`config.mk`:
```
export PLATFORM = sky130hd
export DESIGN_NAME = hub_strap_sampling_status
export DESIGN_NICKNAME = d
export VERILOG_FILES = /design/src/shared/hub_strap_pkg.sv /design/src/design/strap_capture.sv /design/src/design/hub_strap_sampling_status.sv
export SDC_FILE = /design/constraint.sdc
export NUM_CORES = 1
export LEC_CHECK = 0
export BUFFER_PORTS_ARGS = -buffer_cell sky130_fd_sc_hd__clkbuf_2
export CORE_MARGIN = 1.5
export CORE_UTILIZATION = 39
export DETAILED_ROUTE_END_ITERATION = 10
export PLACE_DENSITY = 0.78
export SLEW_MARGIN = 15
export SYNTH_ARGS = -nofsm -noshare
export SYNTH_HDL_FRONTEND = slang
export SYNTH_HIERARCHICAL = 1
export SYNTH_SLANG_ARGS = --single-unit
```
`constraint.sdc`:
```
create_clock -name clk_i -period 1.8 [get_ports clk_i]
set_clock_uncertainty 0.1 [all_clocks]
set_input_delay 0.27 -clock clk_i [delete_from_list [all_inputs] [get_ports clk_i]]
set_output_delay 0.27 -clock clk_i [all_outputs]
set_load 0.02 [all_outputs]
```
`src/shared/hub_strap_pkg.sv`:
```
// Constants and types shared by the strap sampling and status block
package hub_strap_pkg;

    localparam int AXI_ADDR_W = 8;
    localparam int AXI_DATA_W = 32;

    // Register byte addresses
    localparam logic [7:0] STRAP_STATUS_OFS = 8'h00;
    localparam logic [7:0] SLAVE_ADDR_OFS   = 8'h04;
    localparam logic [7:0] PORT_CTRL_OFS    = 8'h08;

    // Strap status field positions
    localparam int ST_POWER_MGMT_BIT = 0;
    localparam int ST_GANGED_BIT     = 1;
    localparam int ST_PORT_IND_BIT   = 2;
    localparam int ST_MGMT_MODE_BIT  = 3;
    localparam int ST_USB3_BIT       = 4;
    localparam int ST_CAPTURED_BIT   = 5;

    // Port control field positions
    localparam int PC_POWER_BIT      = 0;

    // Fixed upper bits of the management-bus slave address
    localparam logic [3:0] SLAVE_ADDR_HIGH = 4'h8;

    // Strap level held during reset (pins are pulled up) and port control reset value
    localparam logic STRAP_RESET_LEVEL = 1'b1;
    localparam logic PORT_CTRL_RESET   = 1'b0;

    // AXI responses
    localparam logic [1:0] RESP_OKAY   = 2'h0;
    localparam logic [1:0] RESP_SLVERR = 2'h2;

    typedef struct packed {
        logic port_indicator;
        logic ganged;
        logic power_mgmt;
        logic mgmt_mode_n;
    } straps_t;

    // Seven-bit slave address: 1000 p g m (port indicator, ganged, power management straps)
    function automatic logic [6:0] slave_address(input straps_t s);
        slave_address = {SLAVE_ADDR_HIGH, s.port_indicator, s.ganged, s.power_mgmt};
    endfunction

endpackage

```
`src/design/strap_capture.sv`:
```
// One-shot capture of the strap pins at the release of reset
`timescale 1ns/100ps
module strap_capture
    import hub_strap_pkg::*;
(
    // Clock and reset
    input  wire logic              clk_i,
    input  wire logic              rst_i,
    // Strap pins
    input  wire hub_strap_pkg::straps_t pins_i,
    // Held values
    output hub_strap_pkg::straps_t straps_o,
    output logic                   captured_o
);
    import hub_strap_pkg::*;

    straps_t next_straps;
    logic    next_captured;

    // First edge after release samples the pins, then nothing changes
    always_comb
    begin
        next_straps   = straps_o;
        next_captured = captured_o;
        if (rst_i)
        begin
            next_straps   = '{default: STRAP_RESET_LEVEL};
            next_captured = 1'b0;
        end
        else if (!captured_o)
        begin
            next_straps   = pins_i;
            next_captured = 1'b1;
        end
        // Later pin changes are ignored
    end

    always_ff @(posedge clk_i)
    begin
        straps_o   <= next_straps;
        captured_o <= next_captured;
    end

endmodule // strap_capture

```
`src/design/hub_strap_sampling_status.sv`:
```
// Strap sampling, status pins and AXI4-Lite register slave of the hub
//
// The register offsets and the AXI4-Lite interface to the registers are this design's own decisions.
`timescale 1ns/100ps
module hub_strap_sampling_status
(
    // Clock and reset
    input  wire logic                              clk_i,
    input  wire logic                              rst_i,
    // Strap pins
    input  wire logic                              power_mgmt_strap_addr1_i,
    input  wire logic                              ganged_strap_addr2_i,
    input  wire logic                              port_indicator_strap_addr3_i,
    input  wire logic                              mgmt_bus_mode_select_n_i,
    // Hub core status
    input  wire logic                              usb3_mode_i,
    // Status and control outputs
    output logic                                   upstream_usb3_o,
    output logic                                   port_power_enable_out_o,
    output logic                                   power_led_enable_o,
    output logic                                   port_led_enable_o,
    output logic                                   mgmt_bus_enable_o,
    output logic [6:0]                             mgmt_slave_addr_o,
    // AXI4-Lite write address
    input  wire logic                              s_axi_awvalid_i,
    output logic                                   s_axi_awready_o,
    input  wire logic [hub_strap_pkg::AXI_ADDR_W-1:0] s_axi_awaddr_i,
    input  wire logic [2:0]                        s_axi_awprot_i,
    // AXI4-Lite write data
    input  wire logic                              s_axi_wvalid_i,
    output logic                                   s_axi_wready_o,
    input  wire logic [hub_strap_pkg::AXI_DATA_W-1:0] s_axi_wdata_i,
    input  wire logic [3:0]                        s_axi_wstrb_i,
    // AXI4-Lite write response
    output logic                                   s_axi_bvalid_o,
    input  wire logic                              s_axi_bready_i,
    output logic [1:0]                             s_axi_bresp_o,
    // AXI4-Lite read address
    input  wire logic                              s_axi_arvalid_i,
    output logic                                   s_axi_arready_o,
    input  wire logic [hub_strap_pkg::AXI_ADDR_W-1:0] s_axi_araddr_i,
    input  wire logic [2:0]                        s_axi_arprot_i,
    // AXI4-Lite read data
    output logic                                   s_axi_rvalid_o,
    input  wire logic                              s_axi_rready_i,
    output logic [hub_strap_pkg::AXI_DATA_W-1:0]   s_axi_rdata_o,
    output logic [1:0]                             s_axi_rresp_o
);
    import hub_strap_pkg::*;

    straps_t pins;
    straps_t straps;
    logic    captured;

    assign pins.port_indicator = port_indicator_strap_addr3_i;
    assign pins.ganged         = ganged_strap_addr2_i;
    assign pins.power_mgmt     = power_mgmt_strap_addr1_i;
    assign pins.mgmt_mode_n    = mgmt_bus_mode_select_n_i;

    // Pins are assumed steady across reset release
    strap_capture u_capture
    (
        .clk_i      (clk_i),
        .rst_i      (rst_i),
        .pins_i     (pins),
        .straps_o   (straps),
        .captured_o (captured)
    );

    // Status outputs
    logic       port_power_req;
    logic       next_usb3;
    logic       next_port_power;
    logic       next_power_led;
    logic       next_port_led;
    logic       next_mgmt_en;
    logic [6:0] next_slave_addr;
    logic       full_pm;
    logic       mgmt_mode;

    assign full_pm   = captured && !straps.power_mgmt;
    assign mgmt_mode = captured && !straps.mgmt_mode_n;

    always_comb
    begin
        next_usb3       = usb3_mode_i;
        // Ports stay unpowered until the straps are known, then follow the mode
        next_port_power = captured && (full_pm ? port_power_req : 1'b1);
        next_power_led  = captured && !straps.ganged;
        next_port_led   = captured && !straps.port_indicator;
        next_mgmt_en    = mgmt_mode;
        next_slave_addr = 7'h00;
        if (mgmt_mode)
        begin
            next_slave_addr = slave_address(straps);
        end
        if (rst_i)
        begin
            next_usb3       = 1'b0;
            next_port_power = 1'b0;
            next_power_led  = 1'b0;
            next_port_led   = 1'b0;
            next_mgmt_en    = 1'b0;
            next_slave_addr = 7'h00;
        end
    end

    always_ff @(posedge clk_i)
    begin
        upstream_usb3_o         <= next_usb3;
        port_power_enable_out_o <= next_port_power;
        power_led_enable_o      <= next_power_led;
        port_led_enable_o       <= next_port_led;
        mgmt_bus_enable_o       <= next_mgmt_en;
        mgmt_slave_addr_o       <= next_slave_addr;
    end

    // AXI4-Lite write path
    logic                  aw_held;
    logic                  w_held;
    logic [AXI_ADDR_W-1:0] aw_addr;
    logic [AXI_DATA_W-1:0] w_data;
    logic [3:0]            w_strb;
    logic                  next_aw_held;
    logic                  next_w_held;
    logic [AXI_ADDR_W-1:0] next_aw_addr;
    logic [AXI_DATA_W-1:0] next_w_data;
    logic [3:0]            next_w_strb;
    logic                  next_awready;
    logic                  next_wready;
    logic                  next_bvalid;
    logic [1:0]            next_bresp;
    logic                  next_port_power_req;

    always_comb
    begin
        next_aw_held        = aw_held;
        next_w_held         = w_held;
        next_aw_addr        = aw_addr;
        next_w_data         = w_data;
        next_w_strb         = w_strb;
        next_bvalid         = s_axi_bvalid_o;
        next_bresp          = s_axi_bresp_o;
        next_port_power_req = port_power_req;
        if (s_axi_awvalid_i && s_axi_awready_o)
        begin
            next_aw_held = 1'b1;
            next_aw_addr = s_axi_awaddr_i;
        end
        if (s_axi_wvalid_i && s_axi_wready_o)
        begin
            next_w_held = 1'b1;
            next_w_data = s_axi_wdata_i;
            next_w_strb = s_axi_wstrb_i;
        end
        if (aw_held && w_held && !s_axi_bvalid_o)
        begin
            next_aw_held = 1'b0;
            next_w_held  = 1'b0;
            next_bvalid  = 1'b1;
            next_bresp   = RESP_OKAY;
            case (aw_addr[AXI_ADDR_W-1:2])
                PORT_CTRL_OFS[AXI_ADDR_W-1:2]:
                begin
                    if (w_strb[0])
                    begin
                        next_port_power_req = w_data[PC_POWER_BIT];
                    end
                end
                STRAP_STATUS_OFS[AXI_ADDR_W-1:2],
                SLAVE_ADDR_OFS[AXI_ADDR_W-1:2]:
                begin
                    next_bresp = RESP_OKAY;
                end
                default:
                begin
                    next_bresp = RESP_SLVERR;
                end
            endcase
        end
        if (s_axi_bvalid_o && s_axi_bready_i)
        begin
            next_bvalid = 1'b0;
        end
        // Take a new item only when its holding slot is free
        next_awready = !next_aw_held && !(s_axi_awvalid_i && s_axi_awready_o);
        next_wready  = !next_w_held && !(s_axi_wvalid_i && s_axi_wready_o);
        if (rst_i)
        begin
            next_aw_held        = 1'b0;
            next_w_held         = 1'b0;
            next_aw_addr        = '0;
            next_w_data         = '0;
            next_w_strb         = 4'h0;
            next_bvalid         = 1'b0;
            next_bresp          = RESP_OKAY;
            next_awready        = 1'b0;
            next_wready         = 1'b0;
            next_port_power_req = PORT_CTRL_RESET;
        end
    end

    always_ff @(posedge clk_i)
    begin
        aw_held         <= next_aw_held;
        w_held          <= next_w_held;
        aw_addr         <= next_aw_addr;
        w_data          <= next_w_data;
        w_strb          <= next_w_strb;
        s_axi_awready_o <= next_awready;
        s_axi_wready_o  <= next_wready;
        s_axi_bvalid_o  <= next_bvalid;
        s_axi_bresp_o   <= next_bresp;
        port_power_req  <= next_port_power_req;
    end

    // AXI4-Lite read path
    logic [AXI_DATA_W-1:0] next_rdata;
    logic [1:0]            next_rresp;
    logic                  next_rvalid;
    logic                  next_arready;
    logic [AXI_DATA_W-1:0] status_word;

    always_comb
    begin
        status_word                    = '0;
        status_word[ST_POWER_MGMT_BIT] = straps.power_mgmt;
        status_word[ST_GANGED_BIT]     = straps.ganged;
        status_word[ST_PORT_IND_BIT]   = straps.port_indicator;
        status_word[ST_MGMT_MODE_BIT]  = straps.mgmt_mode_n;
        status_word[ST_USB3_BIT]       = upstream_usb3_o;
        status_word[ST_CAPTURED_BIT]   = captured;
    end

    always_comb
    begin
        next_rdata   = s_axi_rdata_o;
        next_rresp   = s_axi_rresp_o;
        next_rvalid  = s_axi_rvalid_o;
        next_arready = s_axi_arready_o;
        if (s_axi_rvalid_o && s_axi_rready_i)
        begin
            next_rvalid  = 1'b0;
            next_arready = 1'b1;
        end
        if (s_axi_arvalid_i && s_axi_arready_o)
        begin
            next_arready = 1'b0;
            next_rvalid  = 1'b1;
            next_rresp   = RESP_OKAY;
            next_rdata   = '0;
            case (s_axi_araddr_i[AXI_ADDR_W-1:2])
                STRAP_STATUS_OFS[AXI_ADDR_W-1:2]:
                begin
                    next_rdata = status_word;
                end
                SLAVE_ADDR_OFS[AXI_ADDR_W-1:2]:
                begin
                    next_rdata[6:0] = slave_address(straps);
                end
                PORT_CTRL_OFS[AXI_ADDR_W-1:2]:
                begin
                    next_rdata[PC_POWER_BIT] = port_power_req;
                end
                default:
                begin
                    next_rresp = RESP_SLVERR;
                end
            endcase
        end
        if (rst_i)
        begin
            next_rdata   = '0;
            next_rresp   = RESP_OKAY;
            next_rvalid  = 1'b0;
            next_arready = 1'b0;
        end
        else if (!s_axi_rvalid_o && !s_axi_arready_o && !(s_axi_arvalid_i && s_axi_arready_o))
        begin
            next_arready = 1'b1;
        end
    end

    always_ff @(posedge clk_i)
    begin
        s_axi_rdata_o   <= next_rdata;
        s_axi_rresp_o   <= next_rresp;
        s_axi_rvalid_o  <= next_rvalid;
        s_axi_arready_o <= next_arready;
    end

endmodule // hub_strap_sampling_status

```
==> flow_summary_export.csv, run 1 <==
group,metric,value,unit
outcome,outcome,"completed",
pwr,p_per_area,1030,mW/mm²
final_layout,diodes,0,
die,fp.dieH,67.61,µm
synthesis,synthArstFlopShare,0,%
die,initial_utilization,40.69,%
synthesis,synthCells,175,
setup_path,r2r-end,"port_power_req$_SDFFE_PP0P_",
sta,timing.final.max_slew_violations,0,
setup_path,crit_type,"flip-flop to flip-flop",
pwr,power.total,1.978,mW
final_layout,fin_nets,293,
cts,clk_transition_reported_paths,0.08,ns
routing,via_count,1236,
global_routing,grt_max_degree,15,
global_routing,antenna_found_initial,0,
sta,hold_viol,0,
die,io_pins,123,
sta,fin_setup_tns,0,ns
setup_path,worst_setup_path_start_kind,"flip-flop",
die,dieArea,0.004570,mm²
synthesis,netlist_area,0.001628,mm²
routing,drtIter0Drc,73,
routing,wl,2.883,mm
placement,dp_hpwl,2.164,mm
setup_path,crit_arrival,1.66,ns
routing,first_pass_iters,4,
synthesis,synth_ff_type,"dfxtp_1",
cts,h-tree-depth,2,
cts,cts_sinks,38,
sta,min_period_over_period,87.98,%
sta,period_needed,1.584,ns
setup_path,cpMaxStageDelayCell,"or4_4",
synthesis,synth_edf_count,0,
synthesis,synthTopCellsByArea,"dfxtp_1 47%, buf_4 14%, a21oi_1 5.2%, nand2_1 4.4%, nand3_1 3.4%",
cts,clockBufferDepth,2,
global_routing,grt_overflow,0,
global_routing,gr-usage-all-layers,14.19,%
synthesis,synth_warnings,6,
setup_path,cpPeakStageDelay,0.55,ns
global_routing,grt_pass1_vias,1123,
pwr,ir_drop,592.0,µV
routing,wl_per_cell,10.52,µm
synthesis,syn_avg_cell_area,9.302,µm²
sta,fmaxAchievable,631.5,MHz
synthesis,synth_most_common_cell,"dfxtp_1",
synthesis,ys_seq_elements,38,
final_layout,syn2layout_area_growth,17.99,%
cts,cts_hold_buf,0,
setup_path,end_kind,"flip-flop",
global_routing,grt_first_pass_wirelength,4.892,mm
cts,numCtsBuffers,5,
sta,holdWs,0.08818,ns
routing,viasPerCell,4.511,
die,fp-row-count,23,
routing,postRouteAntennaNets,0,
sta,finalSetupViolations,0,
synthesis,synth_common_cells,"38 x dfxtp_1, 31 x buf_4, 19 x nand2_1",
setup_path,crit_end,"port_power_req$_SDFFE_PP0P_",
placement,gp_congestion,0.6812,
setup_path,worstPathRequired,1.88,ns
placement,dp_slack,0.2360,ns
min_path,hp-class,"input port to flip-flop",
routing,route.detailed.drc,0,
setup_path,crit_family,"simple AND/OR/NAND/NOR gates",
synthesis,yosysSeqAreaShare,46.73,%
setup_path,worstPathMaxFanout,3,
cts,post-cts-setup-buffer-count,0,
setup_path,timing.critical_path.depth,3,
cts,ctsRootBufferMaster,"clkbuf_8",
die,coreArea,0.004000,mm²
setup_path,path_cells,"or4_4 > o311a_1 > a31o_1",
cts,postCtsResizedCells,0,
setup_path,reg2reg_depth,3,
placement,portBuffers,48,
die,die_w,67.61,µm
final_layout,final_layout_size_suffix_gt1_share,29.02,%
pwr,leakage,0.8927,nW
setup_path,crit_start,"aw_addr[7]$_SDFFE_PP0P_",
setup_path,rr_startpoint,"aw_addr[7]$_SDFFE_PP0P_",
setup_path,reg2reg_slack,0.22,ns
sta,setup_slack,0.2164,ns
cts,clock_latency,0.29,ns
cts,cts_tree,"yes",
synthesis,yosysUniqueCellTypes,30,
flow_run,drv_cap,0,
synthesis,synth.top_cell.area_share,46.73,%
synthesis,synth_top_cell_by_area,"dfxtp_1",
sta,rsz0062_at_grt,"false",
setup_path,worst-path-buf-inv,0,
-- report_power, final --
part | leakage (nW) | switching [mW] | internal, mW
combinational | 0.514 | 0.145 | 0.0666
sequential | 0.311 | 0.0298 | 0.875
clock | 0.0683 | 0.307 | 0.555
-- cells by family after synthesis --
family                 count (synthesis)  synth area share, %
AO/OA/AOI/OAI                         27                11.61
buffers and inverters                 43                18.06
flip-flops                            38                46.73
multiplexers                           4                2.460
other                                  1               0.2304
AND/OR/NAND/NOR                       62                20.91
-- cell type report --
| class | instances | area, µm² |
|---|---|---|
| multi-input cells | 123 | 681.9 |
| flip-flops and latches | 38 | 760.7 |
| repair buffers | 51 | 262.8 |
| clock inverters | 3 | 68.82 |
| clock buffers | 5 | 68.82 |
| fillers | 420 | 2079 |
| well taps | 50 | 62.56 |
| inverters | 4 | 15.01 |
-- per-stage QoR --
stage          std cells  cell area [µm²]  util (%)
3_5_place_dp         266             1783     44.57
4_1_cts              274             1921     48.01
2_1_floorplan        204             1737         -
6_report             274             1921     48.01
5_1_grt              274             1921     48.01
3_3_place_gp         266             1783     44.57
-- worst reg2reg max path, stage by stage, from the launching register on --
cell	delay [ns]
dfxtp_1	0.32
or4_4	0.55
o311a_1	0.34
a31o_1	0.18
-- metal layers --
layer | share of wire, % | global-route usage [%]
met5 | 0 | 0
met4 | 0.73 | 3.827
met3 | 9.1 | 5.167
met2 | 48 | 24.26
met1 | 42 | 16.62
-- worst min path at each step --
| stage | from | to | slack, ns | cells after the start |
|---|---|---|---|---|
| floorplan | s_axi_wvalid_i | s_axi_wready_o$_SDFF_PP0_ | 0.28 | 1 |
| finish | power_mgmt_strap_addr1_i | u_capture/straps_o[1]$_SDFFE_PP1N_ | 0.09 | 3 |
| CTS | power_mgmt_strap_addr1_i | u_capture/straps_o[1]$_SDFFE_PP1N_ | 0.09 | 3 |
| detailed placement | s_axi_rdata_o[1]$_SDFFE_PP0P_ | s_axi_rdata_o[1]$_SDFFE_PP0P_ | 0.35 | 2 |
| global placement | s_axi_rdata_o[1]$_SDFFE_PP0P_ | s_axi_rdata_o[1]$_SDFFE_PP0P_ | 0.34 | 2 |
| global route | power_mgmt_strap_addr1_i | u_capture/straps_o[1]$_SDFFE_PP1N_ | 0.10 | 3 |
-- flip-flops by register name, summed over array words and instances (netlist names), 3 cells and up --
| signal | count |
|---|---|
| s_axi_rdata_o | 7 |
| u_capture/straps_o | 4 |
| mgmt_slave_addr_o | 3 |
| aw_addr | 6 |
-- placed cells by master, fill, tap and decap left out, types with 2 or more instances in the layout --
cell type and count:
clkbuf_2 48, dfxtp_1 38, conb_1 30, nand2_1 19
a21oi_1 17, nand3_1 11, nor2_1 8, nor3_1 5
clkbuf_8 5, inv_1 4, mux2i_1 4, nand2b_1 3
nand4b_1 3, and2_1 3, buf_4 3, and3b_1 2
nand3b_1 2, a211oi_1 2, o41ai_2 2, nor2b_1 2
a221oi_1 2, bufinv_16 2
Power figures use the tool's default switching activity.
==> run 2, diff against run 1 <==
--- a/config.mk
+++ b/config.mk
@@ -10,6 +10,7 @@
 export CORE_UTILIZATION = 39
 export DETAILED_ROUTE_END_ITERATION = 10
 export PLACE_DENSITY = 0.78
+export REMOVE_ABC_BUFFERS = 1
 export SLEW_MARGIN = 15
 export SYNTH_ARGS = -nofsm -noshare
 export SYNTH_HDL_FRONTEND = slang
==> run 2 against run 1 <==
  * Clock-buffer cell count unchanged
  * Critical path type unchanged
  * Highest routed layer unchanged
  * Register-to-register slack hardly changed
  * Critical path depth stayed put
  * Largest cell class unchanged
==> flow_summary_export.csv, run 2 (synthesis gave the netlist of run 1 again) <==
group,metric,value,unit
cts,cts_sinks,38,
placement,gp_congestion,0.7265,
pwr,p_per_area,959.9,mW/mm²
setup_path,crit_arrival,1.66,ns
final_layout,largest-register,"s_axi_rdata_o",
pwr,leakage,0.8822,nW
pwr,clkPwrFrac,38.6,%
die,initial_utilization,40.69,%
global_routing,antenna_found_initial,0,
pwr,ir_drop,480.3,µV
final_layout,final_cell_area,0.001892,mm²
cts,post-cts-setup-buffer-count,0,
routing,viasPerCell,4.511,
die,die_w,67.61,µm
placement,dp_hpwl,2.224,mm
pwr,p_comb_share,11.6,%
die,fp.dieH,67.61,µm
setup_path,cpMaxStageDelayCell,"or4_4",
sta,finalSetupViolations,0,
routing,drtIter0Drc,79,
final_layout,fin_nets,293,
setup_path,worstPathRequired,1.88,ns
cts,clockBufferDepth,2,
global_routing,gr-usage-all-layers,14.08,%
cts,numCtsBuffers,5,
outcome,outcome,"completed",
die,coreArea,0.004000,mm²
setup_path,cpPeakStageDelay,0.55,ns
flow_run,drv_cap,0,
setup_path,reg2reg_slack,0.22,ns
sta,fmaxAchievable,633.6,MHz
pwr,seqPwrFrac,49.8,%
cts,postCtsResizedCells,0,
setup_path,worst_setup_path_start_kind,"flip-flop",
placement,portBuffers,48,
setup_path,worst-path-buf-inv,0,
pwr,intPower,1.350,mW
routing,postRouteAntennaNets,0,
cts,h-tree-depth,2,
placement,placed_area,0.001783,mm²
pwr,p_switching,0.4663,mW
setup_path,worstPathMaxFanout,3,
setup_path,end_kind,"flip-flop",
final_layout,largest_reg_flops,7,
die,io_pins,123,
final_layout,final_common_cell,"clkbuf_2",
routing,wl,2.923,mm
global_routing,grt_overflow,0,
sta,hold_viol,0,
global_routing,grt_first_pass_wirelength,4.602,mm
cts,clock_latency,0.29,ns
sta,min_period_over_period,87.68,%
sta,timing.final.max_slew_violations,0,
routing,route.detailed.drc,0,
setup_path,crit_family,"simple AND/OR/NAND/NOR gates",
routing,wl_per_cell,10.67,µm
setup_path,crit_type,"flip-flop to flip-flop",
final_layout,final_layout_size_suffix_gt1_share,29.02,%
cts,ctsRootBufferMaster,"clkbuf_8",
routing,first_pass_iters,4,
final_layout,final_cell_mix,"48 x clkbuf_2, 38 x dfxtp_1, 30 x conb_1, 19 x nand2_1, 17 x a21oi_1",
sta,rsz0062_at_grt,"false",
cts,cts_hold_buf,0,
final_layout,syn2layout_area_growth,16.22,%
cts,cts_tree,"yes",
min_path,hp-class,"input port to flip-flop",
die,fp-row-count,23,
global_routing,grt_max_degree,15,
routing,via_count,1236,
setup_path,path_cells,"or4_4 > o311a_1 > a31o_1",
global_routing,grt_pass1_vias,1036,
die,dieArea,0.004570,mm²
sta,period_needed,1.578,ns
pwr,netSwitchingFraction,25.67,%
sta,fin_setup_tns,0,ns
cts,clk_transition_reported_paths,0.07,ns
final_layout,top_regs,"s_axi_rdata_o x7, aw_addr x6, u_capture/straps_o x4",
final_layout,diodes,0,
-- run 2: cell count changes in the layout (fill, tap and decap cells not counted) --
cell	before	now
clkinv_2	0	2
clkinv_4	1	0
bufinv_16	2	1
-- run 2: cell type report --
cell class                 count  area [µm²]
clock inverter                 3       40.04
multi-input combinational    123       681.9
tap                           50       62.56
inverter                       4       15.01
timing repair buffer          51       262.8
clock buffer                   5       68.82
sequential                    38       760.7
fill                         411        2108
-- run 2: final timing paths --
path | startpoint | end | cells after the start
min reg2reg | u_capture/straps_o[2]$_SDFFE_PP1N_ | power_led_enable_o$_SDFF_PP0_ | 1
min | usb3_mode_i | upstream_usb3_o$_SDFF_PP0_ | 2
max reg2reg | aw_addr[7]$_SDFFE_PP0P_ | port_power_req$_SDFFE_PP0P_ | 3
max | aw_addr[7]$_SDFFE_PP0P_ | port_power_req$_SDFFE_PP0P_ | 3
-- run 2: layer usage --
metal / up-vias / wire length, µm / GRT usage, %
met5: - / 0 / 0
met4: 0 / 57 / 6.888
met3: 7 / 263 / 5.500
met2: 57 / 1425 / 23.28
met1: 543 / 1176 / 15.68
li1: 629 / - / -
-- run 2: power groups by stage --
stage	Combinational, mW	Clock [mW]	Sequential [mW]
detailed placement	0.212	0	0.924
finish	0.211	0.700	0.905
global route	0.233	0.765	0.911
floorplan	0.116	0	0.939
global placement	0.209	0	0.923
CTS	0.212	0.726	0.905
-- run 2: per-stage QoR --
stage | setup slack (ns) | hold slack [ns] | instances | util (%) | total power [mW]
after detailed placement | 0.2305 | 0.3434 | 266 | 44.57 | 1.136
after CTS | 0.2119 | 0.07816 | 274 | 47.29 | 1.843
after global placement | 0.2421 | 0.3416 | 266 | 44.57 | 1.132
final | 0.2217 | 0.08697 | 274 | 47.29 | 1.816
after floorplan | 0.2691 | 0.2391 | 165 | - | 1.056
after global routing | 0.1570 | 0.08259 | 274 | 47.29 | 1.909
==> run 3, diff against run 2 <==
--- a/config.mk
+++ b/config.mk
@@ -10,6 +10,7 @@
 export CORE_UTILIZATION = 39
 export DETAILED_ROUTE_END_ITERATION = 10
 export PLACE_DENSITY = 0.78
+export RECOVER_POWER = 50
 export REMOVE_ABC_BUFFERS = 1
 export SLEW_MARGIN = 15
 export SYNTH_ARGS = -nofsm -noshare
==> run 3 against run 2 <==
  * Flip-flop and latch count unchanged
  * Sequential power about the same
  * Critical path depth unchanged
  * Non-clock buffer count did not move
  * Utilization shrank 0.44 points
  * Combinational power about the same
  * Clock-buffer cell count did not move
  * First-iteration DRC count is 8.9% higher
  * Worst setup slack about the same
  * Final area down 0.93%
  * Clock power about the same
  * Final cell count unchanged
  * Highest routed layer unchanged
==> flow_summary_export.csv, run 3 (synthesis gave the netlist of run 1 again) <==
group,metric,value,unit
sta,worst_pin_slew,0.6606,ns
placement,placed_area,0.001783,mm²
final_layout,syn2layout_area_growth,15.14,%
sta,rsz0062_at_grt,"false",
global_routing,gr-usage-all-layers,14.08,%
pwr,p_per_area,967.7,mW/mm²
final_layout,fin_nets,293,
die,dieArea,0.004570,mm²
sta,fin_setup_tns,0,ns
pwr,ir_drop,480.2,µV
final_layout,largest_reg_flops,7,
routing,via_count,1229,
cts,h-tree-depth,2,
cts,numCtsBuffers,5,
sta,min_period_over_period,87.70,%
sta,fmaxAchievable,633.5,MHz
final_layout,final_layout_size_suffix_gt1_share,23.66,%
cts,cts_sinks,38,
setup_path,crit_type,"flip-flop to flip-flop",
die,io_pins,123,
routing,first_pass_iters,4,
sta,slew_headroom,55.96,%
setup_path,crit_arrival,1.66,ns
sta,period_needed,1.579,ns
pwr,leakage,0.8418,nW
setup_path,worstPathMaxFanout,3,
global_routing,grt_max_degree,15,
cts,clockBufferDepth,2,
setup_path,worstPathRequired,1.88,ns
die,fp.dieH,67.61,µm
die,die_w,67.61,µm
global_routing,grt_overflow,0,
cts,cts_hold_buf,0,
final_layout,top_regs,"s_axi_rdata_o x7, aw_addr x6, u_capture/straps_o x4",
sta,hold_viol,0,
sta,finalSetupViolations,0,
cts,postCtsResizedCells,0,
placement,dp_hpwl,2.224,mm
outcome,outcome,"completed",
setup_path,rr_startpoint,"aw_addr[7]$_SDFFE_PP0P_",
cts,cts_tree,"yes",
cts,clock_latency,0.29,ns
final_layout,diodes,0,
global_routing,grt_pass1_vias,1036,
setup_path,end_kind,"flip-flop",
final_layout,final_common_cell,"dfxtp_1",
routing,wl,2.961,mm
placement,dp_slack,0.2305,ns
die,fp-row-count,23,
placement,gp_congestion,0.7265,
routing,drtIter0Drc,86,
routing,wl_per_cell,10.81,µm
cts,clk_transition_reported_paths,0.07,ns
routing,postRouteAntennaNets,0,
final_layout,largest-register,"s_axi_rdata_o",
final_layout,final_cell_area,0.001874,mm²
sta,setup_slack,0.2215,ns
cts,post-cts-setup-buffer-count,0,
sta,holdWs,0.08691,ns
min_path,hp-start,"usb3_mode_i",
setup_path,worst_setup_path_start_kind,"flip-flop",
min_path,whs_path_depth,2,
final_layout,final_cell_mix,"38 x dfxtp_1, 37 x clkbuf_2, 30 x conb_1, 19 x nand2_1, 17 x a21oi_1",
sta,timing.final.max_slew_violations,0,
min_path,hold-path-endpoint,"upstream_usb3_o$_SDFF_PP0_",
setup_path,reg2reg_depth,3,
die,coreArea,0.004000,mm²
global_routing,antenna_found_initial,0,
placement,portBuffers,48,
routing,route.detailed.drc,0,
flow_run,drv_cap,0,
die,initial_utilization,40.69,%
setup_path,reg2reg_slack,0.22,ns
global_routing,grt_first_pass_wirelength,4.602,mm
routing,viasPerCell,4.485,
min_path,hp-class,"input port to flip-flop",
cts,ctsRootBufferMaster,"clkbuf_8",
setup_path,r2r-end,"port_power_req$_SDFFE_PP0P_",
## run 3: cell count changes in the layout (fill, tap and decap cells not counted)
cell | previous run | this run
clkbuf_1 | 0 | 12
clkbuf_2 | 48 | 37
buf_4 | 3 | 2
## run 3: per-stage QoR
step | instances | util (%) | power, mW
detailed placement | 266 | 44.57 | 1.136
finish | 274 | 46.86 | 1.814
global placement | 266 | 44.57 | 1.132
global route | 274 | 46.86 | 1.906
CTS | 274 | 47.29 | 1.843
floorplan | 165 | - | 1.056
## run 3: final cells by class
class	instances	area, µm²
Sequential cell	38	760.7
Inverter	4	15.01
Multi-Input combinational cell	123	681.9
Timing Repair Buffer	51	245.2
Fill cell	419	2126
Clock buffer	5	68.82
Tap cell	50	62.56
Clock inverter	3	40.04
## run 3: routing by layer
metal	share of wire [%]	vias up	wire, µm	GRT usage [%]
li1	-	630	-	-
met1	41	535	1209	15.68
met2	48	57	1418	23.28
met3	9.3	7	276	5.500
met4	1.9	0	57	6.888
met5	0	-	0	0
## run 3: where the power goes
part	internal, mW	total (mW)	switching, mW
combinational	0.0636	0.208	0.145
sequential	0.876	0.905	0.0292
clock	0.408	0.701	0.293
## run 3: worst max path at each step
stage / start / end / slack, ns / cells after the start
after detailed placement: aw_addr[7]$_SDFFE_PP0P_ / port_power_req$_SDFFE_PP0P_ / 0.23 / 3
after global placement: aw_addr[7]$_SDFFE_PP0P_ / port_power_req$_SDFFE_PP0P_ / 0.24 / 3
after global routing: aw_addr[7]$_SDFFE_PP0P_ / port_power_req$_SDFFE_PP0P_ / 0.16 / 3
after floorplan: aw_addr[7]$_SDFFE_PP0P_ / port_power_req$_SDFFE_PP0P_ / 0.27 / 3
final: aw_addr[7]$_SDFFE_PP0P_ / port_power_req$_SDFFE_PP0P_ / 0.22 / 3
after CTS: aw_addr[7]$_SDFFE_PP0P_ / port_power_req$_SDFFE_PP0P_ / 0.21 / 3
## run 3: critical path: stages, from the launching register on
cell and delay, ns:
dfxtp_1 0.32, or4_4 0.55, o311a_1 0.34, a31o_1 0.18
